[src/include/tpm_consts.vh]
// Overview of operation
// - Reset pin release leaves Off and reaches Idle within 10 to 25 ms.
// - Serial port is active in Idle; host controls device only through it.
// - Host requests Hibernate or Doze by a serial command issued in Idle.
// - Off while reset held: functions disabled, digital outputs and interrupt tri-stated.
// - Hibernate stops oscillator and serial port, keeps state, attention wakes in 7-20 ms.
// - Doze keeps oscillator; clock output only if enabled and at most 1 MHz.
// - Doze disables serial port; attention or timer match returns to Idle in 300us+period.
// - Idle runs the oscillator and offers the clock output pin.
// - Receive or Transmit entered within 144 us of leaving Idle, oscillator running.
// - Transmit power 0x00BC selects nominal, 0x00FF selects maximum output power.
// - Transactions are framed by active-low chip enable; device is slave only.
`ifndef TPM_CONSTS_VH
`define TPM_CONSTS_VH

// ==================================================
// Clock and timing
`define TPM_CLK_MHZ 125
`define TPM_OFF_WAKE_MS 10
`define TPM_OFF_WAKE_CYC (`TPM_OFF_WAKE_MS * 1000 * `TPM_CLK_MHZ)
`define TPM_HIB_WAKE_MS 7
`define TPM_HIB_WAKE_CYC (`TPM_HIB_WAKE_MS * 1000 * `TPM_CLK_MHZ)
`define TPM_DOZE_WAKE_US 300
`define TPM_DOZE_WAKE_CYC (`TPM_DOZE_WAKE_US * `TPM_CLK_MHZ)
`define TPM_RADIO_START_US 144
`define TPM_RADIO_START_CYC (`TPM_RADIO_START_US * `TPM_CLK_MHZ)

// ==================================================
// Register offsets
`define TPM_ADDR_MODE 8'h00
`define TPM_ADDR_CLOCK_OUTPUT_PIN_CFG 8'h04
`define TPM_ADDR_TX_POWER 8'h08
`define TPM_ADDR_TIMER_CMP 8'h0C
`define TPM_ADDR_TIMER 8'h10
`define TPM_ADDR_STATUS 8'h14

// ==================================================
// Mode commands, low three bits of the mode register
`define TPM_CMD_HIBERNATE 3'h1
`define TPM_CMD_DOZE 3'h2
`define TPM_CMD_RECEIVE 3'h3
`define TPM_CMD_TRANSMIT 3'h4
`define TPM_CMD_IDLE 3'h5

// ==================================================
// Fields and reset values
`define TPM_CLOCK_OUTPUT_PIN_EN_BIT 9
`define TPM_CLOCK_OUTPUT_PIN_SEL_MSB 2
`define TPM_CLOCK_OUTPUT_PIN_SEL_DOZE_MIN 3'h6
`define TPM_CLOCK_OUTPUT_PIN_SEL_RST 3'h7
`define TPM_CLOCK_OUTPUT_PIN_EN_RST 1'h0
`define TPM_TXPWR_NOMINAL 16'h00BC
`define TPM_TXPWR_MAX 16'h00FF
`define TPM_TXPWR_RST 16'h00BC
`define TPM_TIMER_CMP_RST 24'h00_0000

`endif

[src/design/tpm_clock_output_pin_div.v]
`timescale 1ns/1ps
`include "tpm_consts.vh"
// ==================================================
// Clock output divider: output is the reference divided by 2^(sel+1)
module tpm_clock_output_pin_div (
   input wire clk,
   input wire rst,
   input wire run,
   input wire [2:0] sel,
   output wire clock_output_pin,
   output wire [8:0] period
);
   reg [7:0] cnt_reg;
   wire [7:0] cnt_next;

   // A stopped oscillator freezes the divider at zero, so the output is low
   assign cnt_next = run ? cnt_reg + 8'h01 : 8'h00;

   always @(posedge clk) begin
      if (rst) begin
         cnt_reg <= 8'h00;
      end else begin
         cnt_reg <= cnt_next;
      end
   end

   assign clock_output_pin = cnt_reg[sel];
   assign period = 9'h002 << sel;
endmodule // tpm_clock_output_pin_div

[src/design/tpm_power_mode.v]
`timescale 1ns/1ps
`include "tpm_consts.vh"
// ==================================================
// Operational mode sequencer
module tpm_power_mode #(
   parameter [31:0] OFF_WAKE_CYC = `TPM_OFF_WAKE_CYC,
   parameter [31:0] HIB_WAKE_CYC = `TPM_HIB_WAKE_CYC,
   parameter [31:0] DOZE_WAKE_CYC = `TPM_DOZE_WAKE_CYC,
   parameter [31:0] RADIO_START_CYC = `TPM_RADIO_START_CYC
) (
   input wire REF_CLK,
   input wire SYS_RST,
   input wire RESET_PIN_N,
   input wire ATTENTION_WAKE_N,
   input wire CHIP_EN_N,
   input wire [7:0] REG_ADDR,
   input wire [31:0] REG_WDATA,
   input wire REG_WR,
   input wire REG_RD,
   output wire [31:0] REG_RDATA,
   output wire [3:0] MODE_STATE,
   output wire OSC_EN,
   output wire SERIAL_ACTIVE,
   output wire RX_EN,
   output wire TX_EN,
   output wire [15:0] TX_POWER,
   output wire PA_NOMINAL,
   output wire PA_MAX,
   output wire CLOCK_OUTPUT_PIN,
   output wire CLOCK_OUTPUT_PIN_OE,
   output wire IRQ_N_OUT,
   output wire IRQ_N_OE
);
   // ==================================================
   // States
   localparam [3:0] ST_OFF = 4'h0;
   localparam [3:0] ST_WARMUP = 4'h1;
   localparam [3:0] ST_IDLE = 4'h2;
   localparam [3:0] ST_HIBERNATE = 4'h3;
   localparam [3:0] ST_HIB_WAKE = 4'h4;
   localparam [3:0] ST_DOZE = 4'h5;
   localparam [3:0] ST_DOZE_WAKE = 4'h6;
   localparam [3:0] ST_RX_START = 4'h7;
   localparam [3:0] ST_RX = 4'h8;
   localparam [3:0] ST_TX_START = 4'h9;
   localparam [3:0] ST_TX = 4'hA;

   // State that a finished countdown hands over to
   function [3:0] wait_done_state;
      input [3:0] s;
      begin
         case (s)
            ST_RX_START: wait_done_state = ST_RX;
            ST_TX_START: wait_done_state = ST_TX;
            default: wait_done_state = ST_IDLE;
         endcase
      end
   endfunction

   reg [3:0] state_reg;
   reg [3:0] state_next;
   reg [31:0] wait_reg;
   reg [31:0] wait_next;
   reg clock_output_pin_en_reg;
   reg [2:0] clock_output_pin_sel_reg;
   reg [15:0] txpwr_reg;
   reg [23:0] tcmp_reg;
   reg [23:0] timer_reg;
   reg [31:0] rdata_reg;
   reg [31:0] rdata_next;
   reg osc_reg;
   reg serial_reg;
   reg rx_reg;
   reg tx_reg;
   reg clock_output_pin_oe_reg;
   reg clock_output_pin_oe_next;
   reg pin_oe_reg;
   reg clock_output_pin_pin_reg;

   wire reset_pin;
   wire attention_wake_input;
   wire serial_ok;
   wire bus_wr;
   wire bus_rd;
   wire cmd_wr;
   wire [2:0] cmd;
   wire timer_hit;
   wire clock_output_pin_doze_ok;
   wire osc_run;
   wire cfg_clear;
   wire div_clock_output_pin;
   wire [8:0] div_period;

   // ==================================================
   // Pin and bus qualification
   assign reset_pin = ~RESET_PIN_N;
   assign attention_wake_input = ~ATTENTION_WAKE_N;
   assign cfg_clear = SYS_RST | reset_pin;

   // Port only answers in modes where the core clock runs the register path
   assign serial_ok = (state_reg == ST_IDLE) || (state_reg == ST_RX_START) ||
                      (state_reg == ST_RX) || (state_reg == ST_TX_START) ||
                      (state_reg == ST_TX);

   // Accesses count only inside a chip enable frame
   assign bus_wr = REG_WR & ~CHIP_EN_N & serial_ok;
   assign bus_rd = REG_RD & ~CHIP_EN_N & serial_ok;

   assign cmd_wr = bus_wr && (REG_ADDR == `TPM_ADDR_MODE);
   assign cmd = REG_WDATA[2:0];
   assign timer_hit = (timer_reg == tcmp_reg);

   // Fast clock outputs would waste the doze current budget
   assign clock_output_pin_doze_ok = clock_output_pin_en_reg &&
                         (clock_output_pin_sel_reg >= `TPM_CLOCK_OUTPUT_PIN_SEL_DOZE_MIN);

   // Oscillator runs everywhere except Off and Hibernate
   assign osc_run = (state_reg != ST_OFF) && (state_reg != ST_HIBERNATE);

   // ==================================================
   // Clock output divider
   tpm_clock_output_pin_div u_clock_output_pin_div (
      .clk(REF_CLK),
      .rst(cfg_clear),
      .run(osc_run),
      .sel(clock_output_pin_sel_reg),
      .clock_output_pin(div_clock_output_pin),
      .period(div_period)
   );

   // ==================================================
   // Mode sequencer
   always @* begin
      state_next = state_reg;
      wait_next = wait_reg;
      if (reset_pin) begin
         state_next = ST_OFF;
         wait_next = 32'h0000_0000;
      end else begin
         case (state_reg)
            ST_OFF: begin
               state_next = ST_WARMUP;
               wait_next = OFF_WAKE_CYC;
            end
            ST_IDLE: begin
               if (cmd_wr) begin
                  case (cmd)
                     `TPM_CMD_HIBERNATE: state_next = ST_HIBERNATE;
                     `TPM_CMD_DOZE: state_next = ST_DOZE;
                     `TPM_CMD_RECEIVE: begin
                        state_next = ST_RX_START;
                        wait_next = RADIO_START_CYC;
                     end
                     `TPM_CMD_TRANSMIT: begin
                        state_next = ST_TX_START;
                        wait_next = RADIO_START_CYC;
                     end
                     default: state_next = ST_IDLE;
                  endcase
               end
            end
            ST_HIBERNATE: begin
               if (attention_wake_input) begin
                  state_next = ST_HIB_WAKE;
                  wait_next = HIB_WAKE_CYC;
               end
            end
            ST_DOZE: begin
               if (attention_wake_input || timer_hit) begin
                  state_next = ST_DOZE_WAKE;
                  wait_next = DOZE_WAKE_CYC + {23'h00_0000, div_period};
               end
            end
            ST_WARMUP, ST_HIB_WAKE, ST_DOZE_WAKE, ST_RX_START, ST_TX_START: begin
               if (wait_reg <= 32'h0000_0001) begin
                  state_next = wait_done_state(state_reg);
               end else begin
                  wait_next = wait_reg - 32'h0000_0001;
               end
            end
            ST_RX, ST_TX: begin
               if (cmd_wr && (cmd == `TPM_CMD_IDLE)) begin
                  state_next = ST_IDLE;
               end
            end
            default: begin
               state_next = ST_OFF;
            end
         endcase
      end
   end

   always @(posedge REF_CLK) begin
      if (SYS_RST) begin
         state_reg <= ST_OFF;
         wait_reg <= 32'h0000_0000;
      end else begin
         state_reg <= state_next;
         wait_reg <= wait_next;
      end
   end

   // ==================================================
   // Clock output enable for the next mode
   always @* begin
      case (state_next)
         ST_IDLE, ST_RX_START, ST_RX, ST_TX_START, ST_TX: begin
            clock_output_pin_oe_next = 1'b1;
         end
         ST_DOZE, ST_DOZE_WAKE: begin
            clock_output_pin_oe_next = clock_output_pin_doze_ok;
         end
         default: begin
            clock_output_pin_oe_next = 1'b0;
         end
      endcase
   end

   // ==================================================
   // Mode outputs, registered so they change with the state
   always @(posedge REF_CLK) begin
      if (SYS_RST) begin
         osc_reg <= 1'b0;
         serial_reg <= 1'b0;
         rx_reg <= 1'b0;
         tx_reg <= 1'b0;
         clock_output_pin_oe_reg <= 1'b0;
         pin_oe_reg <= 1'b0;
         clock_output_pin_pin_reg <= 1'b0;
      end else begin
         osc_reg <= (state_next != ST_OFF) && (state_next != ST_HIBERNATE);
         serial_reg <= (state_next == ST_IDLE) || (state_next == ST_RX_START) ||
                       (state_next == ST_RX) || (state_next == ST_TX_START) ||
                       (state_next == ST_TX);
         rx_reg <= (state_next == ST_RX);
         tx_reg <= (state_next == ST_TX);
         clock_output_pin_oe_reg <= clock_output_pin_oe_next;
         pin_oe_reg <= (state_next != ST_OFF);
         clock_output_pin_pin_reg <= clock_output_pin_oe_next & div_clock_output_pin;
      end
   end

   // ==================================================
   // Configuration; kept through Hibernate, cleared only by a reset
   always @(posedge REF_CLK) begin
      if (cfg_clear) begin
         clock_output_pin_en_reg <= `TPM_CLOCK_OUTPUT_PIN_EN_RST;
         clock_output_pin_sel_reg <= `TPM_CLOCK_OUTPUT_PIN_SEL_RST;
         txpwr_reg <= `TPM_TXPWR_RST;
         tcmp_reg <= `TPM_TIMER_CMP_RST;
      end else if (bus_wr) begin
         case (REG_ADDR)
            `TPM_ADDR_CLOCK_OUTPUT_PIN_CFG: begin
               clock_output_pin_en_reg <= REG_WDATA[`TPM_CLOCK_OUTPUT_PIN_EN_BIT];
               clock_output_pin_sel_reg <= REG_WDATA[`TPM_CLOCK_OUTPUT_PIN_SEL_MSB:0];
            end
            `TPM_ADDR_TX_POWER: begin
               txpwr_reg <= REG_WDATA[15:0];
            end
            `TPM_ADDR_TIMER_CMP: begin
               tcmp_reg <= REG_WDATA[23:0];
            end
            default: begin
               tcmp_reg <= tcmp_reg;
            end
         endcase
      end
   end

   // ==================================================
   // Wake timer; it stops with the oscillator
   always @(posedge REF_CLK) begin
      if (cfg_clear) begin
         timer_reg <= 24'h00_0000;
      end else if (osc_run) begin
         timer_reg <= timer_reg + 24'h00_0001;
      end
   end

   // ==================================================
   // Read port; data stand for one cycle, zero otherwise
   always @* begin
      rdata_next = 32'h0000_0000;
      if (bus_rd) begin
         case (REG_ADDR)
            `TPM_ADDR_MODE: begin
               rdata_next = {28'h000_0000, state_reg};
            end
            `TPM_ADDR_CLOCK_OUTPUT_PIN_CFG: begin
               rdata_next = {22'h00_0000, clock_output_pin_en_reg, 6'h00, clock_output_pin_sel_reg};
            end
            `TPM_ADDR_TX_POWER: begin
               rdata_next = {16'h0000, txpwr_reg};
            end
            `TPM_ADDR_TIMER_CMP: begin
               rdata_next = {8'h00, tcmp_reg};
            end
            `TPM_ADDR_TIMER: begin
               rdata_next = {8'h00, timer_reg};
            end
            `TPM_ADDR_STATUS: begin
               rdata_next = {26'h000_0000, osc_reg, clock_output_pin_oe_reg, rx_reg, tx_reg,
                             PA_MAX, PA_NOMINAL};
            end
            default: begin
               rdata_next = 32'h0000_0000;
            end
         endcase
      end
   end

   always @(posedge REF_CLK) begin
      if (SYS_RST) begin
         rdata_reg <= 32'h0000_0000;
      end else begin
         rdata_reg <= rdata_next;
      end
   end

   // ==================================================
   // Outputs
   assign REG_RDATA = rdata_reg;
   assign MODE_STATE = state_reg;
   assign OSC_EN = osc_reg;
   assign SERIAL_ACTIVE = serial_reg;
   assign RX_EN = rx_reg;
   assign TX_EN = tx_reg;
   assign TX_POWER = txpwr_reg;
   assign PA_NOMINAL = (txpwr_reg == `TPM_TXPWR_NOMINAL);
   assign PA_MAX = (txpwr_reg == `TPM_TXPWR_MAX);
   assign CLOCK_OUTPUT_PIN = clock_output_pin_pin_reg;
   assign CLOCK_OUTPUT_PIN_OE = clock_output_pin_oe_reg;
   // No interrupt source lives here; the line idles high and floats in Off
   assign IRQ_N_OUT = 1'b1;
   assign IRQ_N_OE = pin_oe_reg;
endmodule // tpm_power_mode

[config.mk]
export PLATFORM = sky130hd
export DESIGN_NAME = tpm_power_mode
export DESIGN_NICKNAME = d
export VERILOG_FILES = /design/src/design/tpm_clock_output_pin_div.v /design/src/design/tpm_power_mode.v
export VERILOG_INCLUDE_DIRS = /design/src /design/src/include
export SDC_FILE = /design/constraint.sdc
export NUM_CORES = 1
export LEC_CHECK = 0
export ABC_CLOCK_PERIOD_IN_PS = 3440
export BUFFER_PORTS_ARGS = -buffer_cell sky130_fd_sc_hd__buf_2
export CAP_MARGIN = 20
export CORE_UTILIZATION = 51
export CTS_BUF_LIST = sky130_fd_sc_hd__clkbuf_16
export CTS_CLUSTER_SIZE = 20
export DETAILED_ROUTE_END_ITERATION = 12
export PLACE_DENSITY_LB_ADDON = 0.2
export RECOVER_POWER = 50
export SLEW_MARGIN = 20
export SYNTH_ARGS = -nofsm -noshare
export SYNTH_HDL_FRONTEND = slang
export SYNTH_SLANG_ARGS = --single-unit
export TNS_END_PERCENT = 30
[constraint.sdc]
create_clock -name REF_CLK -period 3.44 [get_ports REF_CLK]
set_input_delay 0 -clock REF_CLK [delete_from_list [all_inputs] [get_ports REF_CLK]]
set_output_delay 0 -clock REF_CLK [all_outputs]
set_load 0.02 [all_outputs]
==> flow_summary.json, run 1 <==
{
  "drive_above_1_share": 0.1206,
  "outcome": "complete, no violations",
  "cpLargestDelayFamily": "simple AND/OR/NAND/NOR gates",
  "netlist_area_um2": 7306,
  "critPathLaunchType": "flip-flop",
  "cp_max_fo": 6,
  "portBuffers": 91,
  "grt_pass1_vias": 6322,
  "synth_area_leader_cell": "dfxtp_1",
  "cts_resized": 0,
  "ys_ff_latch": 143,
  "timing.final.max_slew_violations": 0,
  "worstSetupEndpointType": "flip-flop",
  "globalRouteTotalUtil": 0.2789,
  "final_cell_area_um2": 8636,
  "synthMuxAreaShare": 0.06765,
  "clock_path_buffers": 2,
  "die_y_um": 121.7,
  "crit_chain": "or4_4 -> or4_4 -> or4_4 -> o21a_1 -> or4b_1 -> mux2i_1 -> a211oi_1",
  "yosys.area_share.simple": 0.2459,
  "fin_cells": 1175,
  "placementRows": 43,
  "synth_top_area_share": 0.3918,
  "critPathSlowestCell": "or4_4",
  "maxCapViolCount": 0,
  "ys_top_cells_by_area": "dfxtp_1 (39%), nor2_1 (5.8%), xnor2_1 (4.9%)",
  "avgSynthCellArea_um2": 8.369,
  "drt-pass1-iter-count": 5,
  "numCtsBuffers": 17,
  "yosys_warnings": 0,
  "max_freq_mhz": 320.4,
  "synth_fa_ha_area_frac": 0.008563,
  "drt-initial-drc-count": 654,
  "cp_common_cell": "or4_4",
  "dieWidth_um": 121.7,
  "grt_pass1_wl_um": 31920,
  "cts_tree": "built",
  "hold_depth": 4,
  "max_stage_delay_ps": 560,
  "hold_start": "CHIP_EN_N",
  "clk_latency_ps": 420,
  "hold_end": "REG_RDATA[2]",
  "htree_levels": 4,
  "r2r-end": "CLOCK_OUTPUT_PIN_OE",
  "synth_top_family_by_area": "simple AND/OR/NAND/NOR gates",
  "fin_nets": 1034,
  "grt_max_degree": 38,
  "antenna_left": 0,
  "area_delta_synth_final_pct": 18.21,
  "ys.flop_type": "dfxtp_1",
  "fin_crit_sh": 0.9074,
  "overflow": 0,
  "dp.cells": 1116,
  "cts_root_buffer": "clkbuf_16",
  "wire_per_inst_um": 17.01,
  "ioPinCount": 109,
  "skew_ps": 7.917,
  "synth_enable_flop_cells": 0,
  "r2r-start": "wait_reg[24]",
  "cp.arrival_ps": 3400,
  "final-hold-violation-count": 0,
  "power_density_nw_per_um2": 442.7,
  "min_path_type": "input port to flip-flop",
  "antenna_found_initial": 0,
  "cts_setup_buffers": 0,
  "critPathKind": "flip-flop to flip-flop",
  "synthCells": 873,
  "setup_viol": 0,
  "layout_setup_ws_ps": 318.5,
  "ctsHoldBuffers": 27,
  "coreArea_um2": 13930,
  "synth_cell_types": 78,
  "clock_sinks": 143,
  "p_leak_nw": 3.104,
  "via_per_inst": 5.791,
  "clk_pin_slew_ps": 60,
  "tightest_slew_ps": 1039,
  "fillers": 1254,
  "yosysSeqAreaShare": 0.3918,
  "dpl.hpwl_um": 13650,
  "crit_required_ps": 3720,
  "irDropWorstVdd_uv": 362.9,
  "largest_reg_flops": 32,
  "synth_compound_area_frac": 0.1581,
  "setup_tns_ps": 0,
  "post-route-drc-count": 0,
  "rr_worst_depth": 7,
  "initial_core_util": 0.5243,
  "antenna-diode-count": 0,
  "die_area_um2": 14810,
  "gp_congestion": 0.8334,
  "rsz0062_at_grt": "false",
  "path_buf_inv": 0,
  "synth_xor_area_frac": 0.07313,
  "vias": 6805,
  "dpl_cell_area_um2": 7896,
  "fin_hold_ws_ps": 58.17,
  "pre_cts_ws_ps": 357.0,
  "max-slew-margin-rel": 0.3070,
  "synthArstFlopShare": 0,
  "regToRegSetupSlack_ps": 320,
  "period_minus_slack_ps": 3121,
  "routed_wl_um": 19990
}
==> cells in the final DEF, fill, tap and decap left out, drive strengths merged, types with 5 or more instances in the layout <==
cell type and count:
dfxtp 143, nor2 113, nand2 86, clkbuf 73, a21oi 65, buf 61
xnor2 41, o21ai 39, nand3 37, mux2i 35, dlygate4sd3 27, nor3 26
xor2 20, inv 20, a22oi 19, nand4 16, nor4 16, and3 12
or3 12, nor2b 9, o31ai 9, conb 9, or4 8, and2 7
clkinv 6, or2 6, ha 5, nand2b 5, o211ai 5, mux4 5
==> power by group <==
group	switching (mW)	total (mW)	internal, mW
logic	0.245	0.410	0.165
clock network	0.730	1.72	0.988
registers	0.0215	1.69	1.67
total	0.997	3.82	2.83
==> cells by family after synthesis <==
kind of cell / count (synthesis)
AND/OR/NAND/NOR: 366
AO/OA/AOI/OAI: 178
flip-flops: 143
buffers and inverters: 76
XOR/XNOR: 61
multiplexers: 42
adder cells (fa/ha/maj): 5
other: 2
==> per-stage QoR <==
step | power [mW] | utilization
after floorplan | 2.011 | -
after global placement | 2.109 | 0.5667
after detailed placement | 2.111 | 0.5667
after CTS | 3.834 | 0.6255
after global routing | 3.954 | 0.6197
final | 3.823 | 0.6197
==> worst max-delay path by stage <==
stage / slack [ps] / cells after the start / endpoint / start
finish: 320 / 7 / CLOCK_OUTPUT_PIN_OE / wait_reg[24]
global placement: 380 / 7 / CLOCK_OUTPUT_PIN / wait_reg[24]
CTS: 330 / 7 / CLOCK_OUTPUT_PIN_OE / wait_reg[24]
floorplan: 520 / 7 / CLOCK_OUTPUT_PIN_OE / wait_reg[24]
detailed placement: 360 / 7 / wait_reg[23] / wait_reg[24]
global route: 190 / 7 / wait_reg[23] / wait_reg[24]
==> final cells by class <==
class | instances | area [um^2] | area share
multi-input cells | 661 | 4089 | 0.4735
flip-flops and latches | 143 | 2863 | 0.3315
clock buffers | 17 | 425.4 | 0.04926
inverters | 15 | 56.30 | 0.006520
repair buffers | 144 | 853.3 | 0.09881
well taps | 180 | 225.2 | 0.02608
clock inverters | 15 | 123.9 | 0.01434
==> per-layer routing <==
layer | track usage | part of all wire | up-vias
met5 | 0 | 0 | -
met4 | 0.1073 | 0.024 | 0
met3 | 0.06039 | 0.061 | 33
met2 | 0.4467 | 0.47 | 243
met1 | 0.3662 | 0.45 | 3216
li1 | - | - | 3313
==> worst min-delay path: stages <==
cell and delay (ps):
buf_2 70, inv_1 40, o311a_1 170, and2_0 150
==> synthesized netlist by cell type (all sizes together), types with 3 or more instances <==
library cell,number
nor2b,9
nor2,113
clkbuf,40
xnor2,41
a22oi,19
and3,12
nand3,37
dfxtp,143
or4b,3
o22ai,3
a31oi,3
a21o,3
o211ai,5
or3,12
xor2,20
or4,8
inv,15
mux2i,35
nand2,86
buf,21
ha,5
nor3b,4
o41ai,4
or2,6
o21a,3
nor4,16
and2,7
o311a,3
nand2b,5
o31ai,9
mux4,5
nor3,26
nand4,16
a21oi,65
o21ai,39
(Power assumes the default switching activity.)
==> inputs of run 2 (changes only) <==
--- a/config.mk
+++ b/config.mk
@@ -6,6 +6,7 @@
 export SDC_FILE = /design/constraint.sdc
 export NUM_CORES = 1
 export LEC_CHECK = 0
+export ABC_AREA = 1
 export ABC_CLOCK_PERIOD_IN_PS = 3440
 export BUFFER_PORTS_ARGS = -buffer_cell sky130_fd_sc_hd__buf_2
 export CAP_MARGIN = 20
==> flow_summary.json, run 2 <==
{
  "outcome": "complete, no violations",
  "synth_enable_flop_cells": 0,
  "dpl_cell_area_um2": 8077,
  "skew_ps": 6.341,
  "synth_area_leader_cell": "dfxtp_1",
  "largest_reg_flops": 32,
  "worstSetupEndpointType": "flip-flop",
  "yosysMostFrequentCell": "nand2_1",
  "yosys_warnings": 0,
  "netlist_area_um2": 7491,
  "synth_commonest_cells": "nand2_1 (276), dfxtp_1 (143), nor2_1 (142)",
  "clk_pin_slew_ps": 60,
  "synthArstFlopShare": 0,
  "ioPinCount": 109,
  "max-slew-margin-rel": 0.1472,
  "antenna_found_initial": 0,
  "die_area_um2": 15180,
  "min_path_type": "input port to flip-flop",
  "ys.flop_type": "dfxtp_1",
  "synth_fa_ha_area_frac": 0.008351,
  "cp.arrival_ps": 3220,
  "synth_top_area_share": 0.3822,
  "critPathLaunchType": "flip-flop",
  "rsz0062_at_grt": "false",
  "antenna_left": 0,
  "fin_cells": 1445,
  "dp.cells": 1386,
  "crit_required_ps": 3750,
  "synthMuxAreaShare": 0,
  "clock_path_buffers": 2,
  "ys_top_cells_by_area": "dfxtp_1 (38%), nand2_1 (14%), nor2_1 (7.1%)",
  "ys_ff_latch": 143,
  "die_y_um": 123.2,
  "setup_viol": 0,
  "cp_max_fo": 12,
  "max_freq_mhz": 342.7,
  "tightest_slew_ps": 1279,
  "drt-pass1-iter-count": 6,
  "setup_tns_ps": 0,
  "wire_per_inst_um": 14.36,
  "max_stage_delay_ps": 480,
  "fin_nets": 1304,
  "grt_pass1_wl_um": 34160,
  "overflow": 0,
  "antenna-diode-count": 0,
  "drt-initial-drc-count": 670,
  "yosys.area_share.simple": 0.3192,
  "utilization": 0.6252,
  "yosysSeqAreaShare": 0.3822,
  "initial_core_util": 0.5314,
  "grt_max_degree": 64,
  "synth_compound_area_frac": 0.1732,
  "clock_sinks": 143,
  "dpl.hpwl_um": 14590,
  "synth_cell_types": 43,
  "cts_tree": "built",
  "critPathSlowestCell": "dfxtp_1",
  "synth_xor_area_frac": 0.01637,
  "area_delta_synth_final_pct": 17.65,
  "fin_crit_sh": 0.8481,
  "p_leak_nw": 3.608,
  "avgSynthCellArea_um2": 6.565,
  "cp_common_cell": "nor2_1",
  "htree_levels": 4,
  "routed_wl_um": 20740,
  "globalRouteTotalUtil": 0.2887,
  "post-route-drc-count": 0,
  "fin_hold_ws_ps": 100.9,
  "power_density_nw_per_um2": 442.0,
  "vias": 7803,
  "final_common_cell": "nand2_1",
  "layout_common_cells": "nand2_1 (277), nor2_1 (144), dfxtp_1 (143), inv_1 (141), a21oi_1 (106)",
  "period_minus_slack_ps": 2918,
  "synthCells": 1141,
  "gp_congestion": 0.9071,
  "irDropWorstVdd_uv": 370.1,
  "critPathKind": "flip-flop to flip-flop",
  "maxCapViolCount": 0,
  "cts_root_buffer": "clkbuf_16",
  "final-hold-violation-count": 0,
  "synth_top_family_by_area": "simple AND/OR/NAND/NOR gates",
  "drive_above_1_share": 0.07589,
  "power_mw": 3.896,
  "portBuffers": 91,
  "pre_cts_ws_ps": 787.4,
  "dieWidth_um": 123.2,
  "crit_chain": "nor2_1 -> nand2_1 -> nand2_4 -> nor2_1 -> nand4_1 -> nor2_1 -> nand4_1 -> nor2_2 -> nand2_1 -> nor2_1 -> nand2_1 -> o21ai_1 -> a21oi_1",
  "grt_pass1_vias": 7206,
  "placementRows": 43,
  "timing.final.max_slew_violations": 0,
  "clk_latency_ps": 420,
  "numCtsBuffers": 17,
  "coreArea_um2": 14100,
  "layout_setup_ws_ps": 522.4,
  "final_cell_area_um2": 8813,
  "via_per_inst": 5.400
}
run 2: cell types whose count changed after synthesis, sizes merged, moves of 32 or more:
cell	delta
a21oi	+43
inv	+128
mux2i	-35
nand2	+195
nor2	+38
o21ai	+32
xnor2	-37
run 2: area by class of cell:
cell class | instances | area (um^2)
Clock inverter | 15 | 147.6
Clock buffer | 17 | 425.4
Sequential cell | 143 | 2863
Timing Repair Buffer | 127 | 716.9
Multi-Input combinational cell | 819 | 3895
Inverter | 144 | 540.5
Tap cell | 180 | 225.2
Fill cell | 1330 | 5283
run 2: routing by layer:
metal	GRT usage	part of all wire	vias up
met5	0	0	-
met4	0.1114	0.021	0
met3	0.06135	0.069	41
met2	0.4773	0.47	278
met1	0.3668	0.44	3540
li1	-	-	3944
run 2: power by group:
| part | total [mW] | switching [mW] | internal [mW] |
|---|---|---|---|
| sequential | 1.69 | 0.0195 | 1.67 |
| clock | 1.80 | 0.738 | 1.06 |
| combinational | 0.401 | 0.264 | 0.137 |
run 2: cells by family after synthesis:
group                      Yosys count
and+or+nand+nor                    557
AOI/OAI and AO/OA                  234
xor gates and xnor gates            14
other                                2
buffers and inverters              186
DFF                                143
adders and majority gates            5
run 2: worst paths after layout:
path                 startpoint             to  slack [ps]  cells past startpoint
hold / removal      REG_ADDR[0]   REG_RDATA[3]         100                      6
setup reg to reg  MODE_STATE[3]  timer_reg[17]         520                     13
setup / recovery  MODE_STATE[3]  timer_reg[17]         520                     13
hold reg to reg     wait_reg[1]    wait_reg[1]         470                      2
run 2: what timing repair did:
action | CTS | global route
hold buffers | 27 | 0
endpoints found under the hold margin | 52 | 0
gates resized for setup | 0 | 0
buffers inserted | 0 | 0
run 2: worst max-delay path, delay by kind of cell (launching register included):
family	cells	cell delay, ps
flops	1	480
simple gates	11	2100
compound gates	2	220
==> inputs of run 3 (changes only) <==
--- a/config.mk
+++ b/config.mk
@@ -7,7 +7,7 @@
 export NUM_CORES = 1
 export LEC_CHECK = 0
 export ABC_AREA = 1
-export ABC_CLOCK_PERIOD_IN_PS = 3440
+export ABC_CLOCK_PERIOD_IN_PS = 2400
 export BUFFER_PORTS_ARGS = -buffer_cell sky130_fd_sc_hd__buf_2
 export CAP_MARGIN = 20
 export CORE_UTILIZATION = 51
==> constraint.sdc (replaced) <==
create_clock -name REF_CLK -period 2.4 [get_ports REF_CLK]
set_input_delay 0 -clock REF_CLK [delete_from_list [all_inputs] [get_ports REF_CLK]]
set_output_delay 0 -clock REF_CLK [all_outputs]
set_load 0.02 [all_outputs]
==> flow_summary.json, run 3 (synthesis gave the netlist of run 2 again) <==
{
  "outcome": "complete, no violations",
  "final-seq-area_um2": 2869,
  "rr_worst_depth": 15,
  "numCtsBuffers": 17,
  "grt_pass1_vias": 7308,
  "fillers": 1317,
  "antenna-diode-count": 0,
  "dieWidth_um": 123.2,
  "rsz0062_at_grt": "true",
  "grt_max_degree": 64,
  "power_density_nw_per_um2": 615.7,
  "post-route-drc-count": 0,
  "overflow": 0,
  "final_common_cell": "nand2_1",
  "placementRows": 43,
  "globalRouteTotalUtil": 0.2943,
  "setup_tns_ps": 0,
  "critPathKind": "flip-flop to flip-flop",
  "clock_sinks": 143,
  "p_leak_nw": 3.837,
  "cts_root_buffer": "clkbuf_16",
  "wire_per_inst_um": 14.55,
  "period_minus_slack_ps": 2262,
  "multiInputGateArea_um2": 3973,
  "layout_common_cells": "nand2_1 (272), dfxtp_1 (138), nor2_1 (137), inv_1 (135), a21oi_1 (106)",
  "drive_above_1_share": 0.1323,
  "via_per_inst": 5.382,
  "regToRegSetupSlack_ps": 140,
  "tightest_slew_ps": 822.4,
  "worst-path-stages": 15,
  "initial_core_util": 0.5314,
  "fin_nets": 1332,
  "power_mw": 5.644,
  "die_y_um": 123.2,
  "drt-initial-drc-count": 619,
  "vias": 7927,
  "max_stage_delay_ps": 560,
  "fin_crit_sh": 0.9424,
  "largest_reg_flops": 32,
  "r2r-end": "MODE_STATE[1]",
  "critPathSlowestCell": "dlygate4sd3_1",
  "crit_chain": "nor2_4 -> nand2_1 -> inv_1 -> nand2_1 -> nand3_2 -> buf_4 -> nand4_1 -> nand2_1 -> nand2_1 -> nand2_1 -> inv_1 -> nand2_2 -> nand2_1 -> nor2_1 -> dlygate4sd3_1",
  "worstSetupEndpointType": "flip-flop",
  "setup_viol": 0,
  "maxCapViolCount": 0,
  "cp-startpoint": "MODE_STATE[3]",
  "cts_tree": "built",
  "dpl.hpwl_um": 15100,
  "cp.arrival_ps": 2620,
  "clock_path_buffers": 2,
  "critPathCapture": "MODE_STATE[1]",
  "cp_common_cell": "nand2_1",
  "timing.final.max_slew_violations": 0,
  "critPathLaunchType": "flip-flop",
  "coreArea_um2": 14100,
  "cp_max_fo": 5,
  "clk_pin_slew_ps": 60,
  "pre_cts_ws_ps": 99.98,
  "path_buf_inv": 4,
  "r2r-start": "MODE_STATE[3]",
  "max_freq_mhz": 442.2,
  "min_path_type": "input port to flip-flop",
  "drt-pass1-iter-count": 7,
  "skew_ps": 8.974,
  "gp_congestion": 0.9249,
  "layout_setup_ws_ps": 138.3,
  "cpLargestDelayFamily": "simple AND/OR/NAND/NOR gates",
  "die_area_um2": 15180,
  "final-hold-violation-count": 0,
  "crit_required_ps": 2760,
  "antenna_found_initial": 0,
  "antenna_left": 0,
  "routed_wl_um": 21430,
  "portBuffers": 91,
  "clk_latency_ps": 420,
  "ioPinCount": 109,
  "area_delta_synth_final_pct": 22.37,
  "htree_levels": 4,
  "max-slew-margin-rel": 0.4485,
  "irDropWorstVdd_uv": 496.5,
  "grt_pass1_wl_um": 34730
}
run 3: worst register-to-register path, cell delays in order, from the launching register on:
cell and delay (ps):
dfxtp_2 350, nor2_4 150, nand2_1 110, inv_1 70
nand2_1 100, nand3_2 110, buf_4 130, nand4_1 100
nand2_1 90, nand2_1 50, nand2_1 50, inv_1 40
nand2_2 100, nand2_1 80, nor2_1 90, dlygate4sd3_1 560
run 3: worst min-delay path by stage:
stage / startpoint / end / slack [ps] / depth (start not counted)
3_5_place_dp: REG_WDATA[3] / TX_POWER[3] / 240 / 3
3_3_place_gp: REG_WDATA[4] / TX_POWER[4] / 230 / 3
4_1_cts: REG_ADDR[3] / REG_RDATA[5] / 60 / 5
6_report: REG_ADDR[3] / REG_RDATA[5] / 90 / 5
2_1_floorplan: REG_WDATA[4] / TX_POWER[4] / 130 / 2
5_1_grt: REG_ADDR[3] / REG_RDATA[5] / 90 / 5
run 3: metrics by stage:
stage | hold slack [ps] | util | cells | cell area (um^2)
3_3_place_gp | 228.4 | 0.5881 | 1411 | 8289
4_1_cts | 60.32 | 0.6476 | 1470 | 9129
6_report | 85.03 | 0.6503 | 1473 | 9166
5_1_grt | 94.85 | 0.6503 | 1473 | 9166
3_5_place_dp | 240.2 | 0.5881 | 1411 | 8289
2_1_floorplan | 126.4 | - | 1148 | 7517
run 3: layer usage:
metal	wire (um)	GRT usage	up-vias	share of wire
met5	0	0	-	0
met4	312	0.09036	0	0.015
met1	9396	0.3815	3576	0.44
li1	-	-	4004	-
met3	1530	0.06273	29	0.071
met2	10190	0.4881	318	0.48
run 3: final cells by class:
type / count / share of cell area
tap: 180 / 0.02457
inverter: 144 / 0.05924
sequential: 143 / 0.3130
timing repair buffer: 155 / 0.1077
clock inverter: 15 / 0.01570
clock buffer: 17 / 0.04641
multi-input combinational: 819 / 0.4334
run 3: timing repair:
item | CTS | global route
endpoints found under the setup margin | 0 | 40
gates resized for setup | 0 | 23
hold buffers | 27 | 0
setup buffers | 0 | 3
hold endpoints to repair | 54 | 0
run 3: power breakdown:
| group | leakage, nW | internal, mW | switching, mW | total, mW |
|---|---|---|---|---|
| logic | 2.40 | 0.234 | 0.401 | 0.634 |
| registers | 1.16 | 2.40 | 0.0280 | 2.43 |
| clock network | 0.283 | 1.52 | 1.06 | 2.58 |
| total | 3.84 | 4.16 | 1.49 | 5.64 |
